$ cat config.mk
export PLATFORM = sky130hd
export DESIGN_NAME = bccr_regs
export DESIGN_NICKNAME = d
export VERILOG_FILES = /design/src/bccr_pkg.sv /design/src/bccr_fault_act.sv /design/src/bccr_regs.sv
export SDC_FILE = /design/constraint.sdc
export NUM_CORES = 1
export LEC_CHECK = 0
export ABC_AREA = 0
export BUFFER_PORTS_ARGS = -buffer_cell sky130_fd_sc_hd__buf_2
export CAP_MARGIN = 10
export CORE_UTILIZATION = 35
export DETAILED_ROUTE_END_ITERATION = 8
export SYNTH_ARGS = -nofsm -noshare
export SYNTH_HDL_FRONTEND = slang
export SYNTH_SLANG_ARGS = --single-unit
$ cat constraint.sdc
create_clock -name core_clk_i -period 4 [get_ports core_clk_i]
set_clock_uncertainty 0.1 [all_clocks]
set_input_delay 0.8 -clock core_clk_i [delete_from_list [all_inputs] [get_ports core_clk_i]]
set_output_delay 0.8 -clock core_clk_i [all_outputs]
set_load 0.1 [all_outputs]
$ cat src/bccr_pkg.sv
package bccr_pkg;
    localparam logic [7:0]  BCCR_CTRL_ADDR   = 8'hc0;
    localparam logic [7:0]  BCCR_SEQ_ADDR    = 8'hc1;
    localparam logic [7:0]  BCCR_IRQ_STS_ADDR = 8'hc8;
    localparam logic [7:0]  BCCR_IRQ_MSK_ADDR = 8'hc9;
    localparam logic [7:0]  BCCR_STATE_ADDR  = 8'hca;

    // control register field positions
    localparam int BCCR_TOPO_BIT   = 14;
    localparam int BCCR_SLEEP_BIT  = 12;
    localparam int BCCR_SRC_LSB    = 8;
    localparam int BCCR_ILIM_BIT   = 6;
    localparam int BCCR_RMPH_BIT   = 4;
    localparam int BCCR_RMPL_BIT   = 3;
    localparam int BCCR_FB_LSB     = 0;
    // sequencing register field positions
    localparam int BCCR_ACT_LSB    = 14;
    localparam int BCCR_EN_LSB     = 10;
    localparam int BCCR_SD_LSB     = 6;

    localparam logic [15:0] BCCR_CTRL_MASK  = 16'h535b;
    localparam logic [15:0] BCCR_SEQ_MASK   = 16'hffc0;
    localparam logic [15:0] BCCR_CTRL_RESET = 16'h0008;
    localparam logic [15:0] BCCR_SEQ_RESET  = 16'h0000;

    localparam logic [1:0] BCCR_FB_USB      = 2'h3;
    localparam logic [1:0] BCCR_RAMP_LOWEST = 2'h3;
    localparam logic [3:0] BCCR_SLOT_OFF    = 4'h0;
    localparam logic [3:0] BCCR_SLOT_EDGE   = 4'hf;

    // irq status bits
    localparam int BCCR_IRQ_FAULT = 0;
    localparam int BCCR_IRQ_SLEEP = 1;

    typedef enum logic [1:0] {
        BCCR_ACT_IGNORE   = 2'b00,
        BCCR_ACT_CONV_OFF = 2'b01,
        BCCR_ACT_SYS_OFF  = 2'b10,
        BCCR_ACT_RSVD     = 2'b11
    } bccr_action_e;

    typedef struct packed {
        logic [7:0]  addr;
        logic [15:0] wdata;
        logic        wr;
        logic        rd;
    } bccr_bus_s;

    typedef struct packed {
        logic       topology;
        logic       sleep_off;
        logic       ilim_low;
        logic [1:0] ramp;
        logic [1:0] feedback;
        logic [3:0] startup_slot;
        logic [3:0] shutdown_slot;
        logic       start_on_active;
        logic       stop_on_off;
    } bccr_cfg_s;
endpackage : bccr_pkg

$ cat src/bccr_fault_act.sv
`timescale 1ns/1ns
module bccr_fault_act
    import bccr_pkg::*;
(
    input  wire logic       core_clk_i,
    input  wire logic       rst_n_i,
    input  wire logic       fault_i,
    input  wire logic [1:0] action_i,
    input  wire logic       clear_i,
    output logic            conv_shutdown_o,
    output logic            sys_shutdown_o
);
    logic conv_q;
    logic sys_q;

    // latched until the sequencer clears; a fresh fault beats the clear
    always_ff @(posedge core_clk_i or negedge rst_n_i) begin
        if (!rst_n_i) begin
            conv_q <= 1'b0;
            sys_q  <= 1'b0;
        end else begin
            if (clear_i) begin
                conv_q <= 1'b0;
                sys_q  <= 1'b0;
            end
            // set comes last so only the latch being set survives a clear
            if (fault_i) begin
                unique case (bccr_action_e'(action_i))
                    BCCR_ACT_IGNORE: begin
                    end
                    BCCR_ACT_CONV_OFF: begin
                        conv_q <= 1'b1;
                    end
                    BCCR_ACT_SYS_OFF, BCCR_ACT_RSVD: begin
                        sys_q <= 1'b1;
                    end
                endcase
            end
        end
    end

    assign conv_shutdown_o = conv_q;
    assign sys_shutdown_o  = sys_q;
endmodule : bccr_fault_act

$ cat src/bccr_regs.sv
// Our own choice: strobed register access.
`timescale 1ns/1ns
// Operation
// - sleep behaviour bit: clear keeps running, set disables output in sleep
// - sleep source field picks register bit or one of three low-power inputs
// - asserted general-purpose sleep pin forces sleep regardless of source field
// - current limit bit: 0 higher peak current, 1 lower peak current
// - two ramp bits, high then low, select the compensation range
// - feedback source 11 forces ramp code 11
// - feedback source field routes external pin, sink one, sink two, usb divider
// - every converter fault sets the fault status bit, whatever the action; irq_o rises only if its mask bit is set
// - fault action: 00 ignore, 01 converter off, 10 system off
// - reserved fault action 11 behaves as system off
// - start-up slot: 0 off, 1..14 slots, 15 on entering active
// - shutdown slot: 1..14 slots, 0 and 15 on entering off
// - state machine restores control and sequencing fields to fixed reset defaults; irq mask and status keep their values
module bccr_regs
    import bccr_pkg::*;
(
    input  wire logic        core_clk_i,
    input  wire logic        nrst_i,
    input  wire logic [7:0]  reg_addr_i,
    input  wire logic [15:0] reg_wdata_i,
    input  wire logic        reg_wr_i,
    input  wire logic        reg_rd_i,
    output logic      [15:0] reg_rdata_o,
    input  wire logic        sm_restore_i,
    input  wire logic        sleep_reg_bit_i,
    input  wire logic        low_power_input_one_i,
    input  wire logic        low_power_input_two_i,
    input  wire logic        low_power_input_three_i,
    input  wire logic        gpio_sleep_i,
    input  wire logic        conv_fault_i,
    input  wire logic        fault_clear_i,
    output logic             conv_enable_o,
    output logic             in_sleep_o,
    output logic             conv_topology_select_o,
    output logic             peak_current_low_o,
    output logic      [1:0]  comp_ramp_o,
    output logic      [3:0]  feedback_route_o,
    output logic      [3:0]  startup_slot_select_o,
    output logic      [3:0]  shutdown_slot_select_o,
    output logic             start_on_active_o,
    output logic             stop_on_off_o,
    output logic             conv_shutdown_o,
    output logic             sys_shutdown_o,
    output logic             irq_o
);
    logic        rst_s1_q;
    logic        rst_n;
    logic [15:0] ctrl_q;
    logic [15:0] seq_q;
    logic [1:0]  irq_sts_q;
    logic [1:0]  irq_msk_q;
    logic [15:0] rdata_q;
    logic        sleep_q;
    logic        sleep_d;
    logic        sleep_src;
    logic [1:0]  ramp_d;
    logic [1:0]  fb_src;
    logic        conv_off;
    bccr_cfg_s   cfg;

    function automatic logic hit(input logic [7:0] a, input logic [7:0] base);
        hit = (a == base);
    endfunction : hit

    // two-flop release so no register leaves reset on a marginal edge
    always_ff @(posedge core_clk_i or negedge nrst_i) begin
        if (!nrst_i) begin
            rst_s1_q <= 1'b0;
            rst_n    <= 1'b0;
        end else begin
            rst_s1_q <= 1'b1;
            rst_n    <= rst_s1_q;
        end
    end

    always_ff @(posedge core_clk_i or negedge rst_n) begin
        if (!rst_n) begin
            ctrl_q <= BCCR_CTRL_RESET;
        end else if (sm_restore_i) begin
            ctrl_q <= BCCR_CTRL_RESET;
        end else if (reg_wr_i && hit(reg_addr_i, BCCR_CTRL_ADDR)) begin
            ctrl_q <= reg_wdata_i & BCCR_CTRL_MASK;
        end
    end

    always_ff @(posedge core_clk_i or negedge rst_n) begin
        if (!rst_n) begin
            seq_q <= BCCR_SEQ_RESET;
        end else if (sm_restore_i) begin
            seq_q <= BCCR_SEQ_RESET;
        end else if (reg_wr_i && hit(reg_addr_i, BCCR_SEQ_ADDR)) begin
            seq_q <= reg_wdata_i & BCCR_SEQ_MASK;
        end
    end

    always_ff @(posedge core_clk_i or negedge rst_n) begin
        if (!rst_n) begin
            irq_msk_q <= 2'h0;
        end else if (reg_wr_i && hit(reg_addr_i, BCCR_IRQ_MSK_ADDR)) begin
            irq_msk_q <= reg_wdata_i[1:0];
        end
    end

    // sleep selection
    assign fb_src = ctrl_q[BCCR_FB_LSB +: 2];

    always_comb begin
        unique case (ctrl_q[BCCR_SRC_LSB +: 2])
            2'h0: sleep_src = sleep_reg_bit_i;
            2'h1: sleep_src = low_power_input_one_i;
            2'h2: sleep_src = low_power_input_two_i;
            2'h3: sleep_src = low_power_input_three_i;
        endcase
        sleep_d = sleep_src | gpio_sleep_i;
    end

    always_ff @(posedge core_clk_i or negedge rst_n) begin
        if (!rst_n) begin
            sleep_q <= 1'b0;
        end else begin
            sleep_q <= sleep_d;
        end
    end

    always_comb begin
        if (fb_src == BCCR_FB_USB) begin
            ramp_d = BCCR_RAMP_LOWEST;
        end else begin
            ramp_d = {ctrl_q[BCCR_RMPH_BIT], ctrl_q[BCCR_RMPL_BIT]};
        end
    end

    // sticky status: event set wins over the read-clear in the same cycle
    always_ff @(posedge core_clk_i or negedge rst_n) begin
        if (!rst_n) begin
            irq_sts_q <= 2'h0;
        end else begin
            for (int i = 0; i < 2; i++) begin
                if ((i == BCCR_IRQ_FAULT && conv_fault_i) ||
                    (i == BCCR_IRQ_SLEEP && sleep_d && !sleep_q)) begin
                    irq_sts_q[i] <= 1'b1;
                end else if (reg_rd_i && hit(reg_addr_i, BCCR_IRQ_STS_ADDR)) begin
                    irq_sts_q[i] <= 1'b0;
                end
            end
        end
    end

    always_ff @(posedge core_clk_i or negedge rst_n) begin
        if (!rst_n) begin
            rdata_q <= 16'h0000;
        end else if (reg_rd_i) begin
            if (hit(reg_addr_i, BCCR_CTRL_ADDR)) begin
                rdata_q <= ctrl_q;
            end else if (hit(reg_addr_i, BCCR_SEQ_ADDR)) begin
                rdata_q <= seq_q;
            end else if (hit(reg_addr_i, BCCR_IRQ_STS_ADDR)) begin
                rdata_q <= {14'h0000, irq_sts_q};
            end else if (hit(reg_addr_i, BCCR_IRQ_MSK_ADDR)) begin
                rdata_q <= {14'h0000, irq_msk_q};
            end else if (hit(reg_addr_i, BCCR_STATE_ADDR)) begin
                rdata_q <= {12'h000, sys_shutdown_o, conv_shutdown_o, conv_enable_o, sleep_q};
            end else begin
                rdata_q <= 16'h0000;
            end
        end else begin
            rdata_q <= 16'h0000;
        end
    end

    bccr_fault_act u_fault (
        .core_clk_i      (core_clk_i),
        .rst_n_i         (rst_n),
        .fault_i         (conv_fault_i),
        .action_i        (seq_q[BCCR_ACT_LSB +: 2]),
        .clear_i         (fault_clear_i | sm_restore_i),
        .conv_shutdown_o (conv_shutdown_o),
        .sys_shutdown_o  (sys_shutdown_o)
    );

    always_comb begin
        cfg                 = '0;
        cfg.topology        = ctrl_q[BCCR_TOPO_BIT];
        cfg.sleep_off       = ctrl_q[BCCR_SLEEP_BIT];
        cfg.ilim_low        = ctrl_q[BCCR_ILIM_BIT];
        cfg.ramp            = ramp_d;
        cfg.feedback        = fb_src;
        cfg.startup_slot    = seq_q[BCCR_EN_LSB +: 4];
        cfg.shutdown_slot   = seq_q[BCCR_SD_LSB +: 4];
        cfg.start_on_active = (cfg.startup_slot == BCCR_SLOT_EDGE);
        cfg.stop_on_off     = (cfg.shutdown_slot == BCCR_SLOT_OFF) ||
                              (cfg.shutdown_slot == BCCR_SLOT_EDGE);
    end

    assign conv_off = (sleep_q && cfg.sleep_off) || conv_shutdown_o || sys_shutdown_o;

    // feedback route as one-hot: pin, sink one, sink two, usb divider
    assign feedback_route_o = 4'h1 << cfg.feedback;

    assign reg_rdata_o            = rdata_q;
    assign in_sleep_o             = sleep_q;
    assign conv_enable_o          = (cfg.startup_slot != BCCR_SLOT_OFF) && !conv_off;
    assign conv_topology_select_o = cfg.topology;
    assign peak_current_low_o     = cfg.ilim_low;
    assign comp_ramp_o            = cfg.ramp;
    assign startup_slot_select_o  = cfg.startup_slot;
    assign shutdown_slot_select_o = cfg.shutdown_slot;
    assign start_on_active_o      = cfg.start_on_active;
    assign stop_on_off_o          = cfg.stop_on_off;
    assign irq_o                  = |(irq_sts_q & irq_msk_q);
endmodule : bccr_regs

==> qor.csv <==
stage,metric,value,unit
outcome,outcome,"complete, no violations",
layout,fin_nets,271,
die,dieArea,0.00597,sq mm
yosys,synth_area,0.00198,sq mm
global_route,grt-ovfl-total,0,
drt,wl_per_cell,14.0,um
yosys,synth.area.top_cells,"dfrtp_1, mux2i_1, nor2_1, a22o_1, buf_4",
drt,drc,0,
yosys,synth_cell_types,38,
drt,via_per_inst,4.80,
yosys,yosysWarnings,0,
yosys,synth-compound-area-share,6.88,%
layout,layout-drive-gt1-share,38.6,%
placed_design,gp_congestion,0.746,
global_route,grt_pass1_wl,7070,um
sta,max_slew.worst_pin.slew,0.945,ns
yosys,yosys.area_share.xor_xnor,0,%
yosys,synth-async-reset-ratio,100,%
sta,final-max-slew-violation-count,0,
setup_path,timing.rr.start,ctrl_q[8]$_DFFE_PN0P_,
pwr,vdd_ir_drop_max,0.202,mV
yosys,synthSimpleGateAreaFrac,20.5,%
sta,hold_ws,0.179,ns
setup_path,worst_setup_path_start_kind,flop,
min_path,hold_class,in2async,
sta,fmax,382,MHz
die,ios,75,
layout,stdcell_area,0.00244,sq mm
sta,relSlewSlack,36.5,%
yosys,synth_seq_cells,43,
layout,diodes,0,
cts,clockBufferDepth,2,
yosys,synth-edff-count,0,
drt,top_layer_used,met4,
pwr,power_leakage,1.23,nW
layout,multiInputGateArea,800,sq um
layout,fillers,572,
yosys,yosys.area.top_type,dfrtp_1,
placed_design,pre_cts_ws,1.32,ns
yosys,synth_top_family_by_area,simple AND/OR/NAND/NOR gates,
yosys,syn_nets,208,
setup_path,critPathRequiredTime,3.10,ns
drt,antenna_left,0,
global_route,antenna_found_initial,0,
die,dieWidth,77.3,um
run,drv_cap,0,
yosys,ys.flop_type,dfrtp_1,
die,core_area,0.00547,sq mm
setup_path,cp_data_arrival_time,1.72,ns
die,start_util,36.2,%
yosys,synth_common_cells,"dfrtp_1, nor2_1, mux2i_1, buf_4, nand2_1",
yosys,synth_mux_area_share,11.9,%
cts,postCtsSetupRepairBufs,0,
drt,dr.pass1.iters,4,
cts,ctsHtreeMaxLevel,2,
layout,post-route-util,44.6,%
global_route,grt_pass1_vias,1419,
drt,wl_met1,1810,um
setup_path,path_class,reg2out,
die,dieHeight,77.3,um
drt,wl_met2,2210,um
cts,cts_resized,0,
cts,clk_pin_slew,0.07,ns
placed_design,dp_hpwl,3110,um
cts,clockRootBuffer,clkbuf_8,
yosys,syn-instance-count,172,
sta,min_period_over_period,65.4,%
drt,wirelength,4310,um
yosys,synth.most_common_cell,dfrtp_1,
die,rows,27,
cts,numClockSinks,43,
setup_path,ff2ff_setup_slack,2.42,ns
cts,clock_latency,0.28,ns
setup_path,critical_path.max_fanout,5,
cts,ctsHoldBuffers,0,
sta,rsz0062_at_grt,no,
setup_path,rr_worst_depth,3,
sta,setup_viol,0,
cts,cts_buffers,5,
sta,min_period,2.62,ns
yosys,synth_top_area_share,53.0,%
pwr,powerDensity,333,mW/mm^2
sta,worst_slack,1.38,ns
setup_path,worstReg2RegEnd,irq_sts_q[1]$_DFFE_PN0P_,
sta,setup_tns,0,ns
drt,drt_iter0_markers,74,
setup_path,cp-end-kind,primary output,
drt,num_vias,1479,
yosys,syn-mean-instance-area,11.5,sq um
yosys,yosysSeqAreaShare,54.4,%
sta,hold_viol,0,
cts,cts_tree,yes,
yosys,synth_fa_ha_area_share,0,%
placed_design,place_area,0.00234,sq mm
layout,syn_to_final_growth,23.0,%
global_route,grt_max_degree,42,
placed_design,port_buffers,71,
layout,area.sequential,0.00108,sq mm
global_route,grt_usage,15.6,%
drt,routed-wl-met3,235,um
sequential cells by signal, summed over array words and instances (netlist names), 2 cells and up:
signal	cells
reg_rdata_o	15
ctrl_q	9
irq_msk_q	2
seq_q	10
irq_sts_q	2
cell usage in the layout, fill, tap and decap left out, types with 2 or more instances in the layout:
cell type	Yosys	routed
buf_2	2	71
dfrtp_1	42	41
nor2_1	25	25
mux2i_1	19	19
nand2_1	9	9
a22o_1	8	8
and2_1	7	7
clkbuf_8	0	7
nand3_1	5	5
and4_1	3	3
nor2b_1	3	3
o21ai_0	3	3
nand4_1	3	3
a21oi_1	2	2
inv_1	2	2
or2_2	2	2
mux2_1	2	2
conb_1	2	2
layer usage:
| layer | global-route usage (%) | vias up |
|---|---|---|
| li1 | - | 716 |
| met1 | 19.5 | 719 |
| met2 | 26.3 | 39 |
| met3 | 3.57 | 5 |
| met4 | 5.09 | 0 |
| met5 | 0 | - |
worst max-delay path, stage by stage (launching register included):
cell and delay (ns):
dfrtp_1 0.42, or4_1 0.52, nand2_1 0.07, buf_2 0.41
per-stage QoR:
| step | power (W) | instances |
|---|---|---|
| 5_1_grt | 0.000845 | 308 |
| 2_1_floorplan | 0.000490 | 172 |
| 3_3_place_gp | 0.000519 | 300 |
| 6_report | 0.000811 | 308 |
| 3_5_place_dp | 0.000519 | 300 |
| 4_1_cts | 0.000817 | 308 |
cell type report:
class / count / area share (%)
repair buffers: 72 / 14.9
multi-input cells: 111 / 32.8
well taps: 72 / 3.69
flip-flops and latches: 43 / 44.2
inverters: 2 / 0.308
clock buffers: 8 / 4.10
cells by family after synthesis:
logic type | count (synthesis)
DFF | 43
AOI/OAI and AO/OA | 18
muxes | 22
and+or+nand+nor | 69
other | 2
buffers and inverters | 18
worst max-delay path by stage:
stage / from / end / slack [ns] / cells after the start
2_1_floorplan: in_sleep_o$_DFF_PN0_ / conv_enable_o / 0.21 / 1
3_3_place_gp: reg_addr_i[3] / seq_q[6]$_DFFE_PN0P_ / 1.34 / 5
3_5_place_dp: reg_addr_i[3] / seq_q[7]$_DFFE_PN0P_ / 1.32 / 5
4_1_cts: seq_q[9]$_DFFE_PN0P_ / stop_on_off_o / 1.36 / 3
5_1_grt: seq_q[8]$_DFFE_PN0P_ / stop_on_off_o / 1.31 / 3
6_report: seq_q[9]$_DFFE_PN0P_ / stop_on_off_o / 1.38 / 3
power by group:
part | leakage, nW | switching, W | internal, W
clock | 0.0515 | 0.000143 | 0.000158
combinational | 0.602 | 0.0000419 | 0.0000212
sequential | 0.577 | 0.00000959 | 0.000437
No activity file was read; power rests on OpenSTA's default activity.
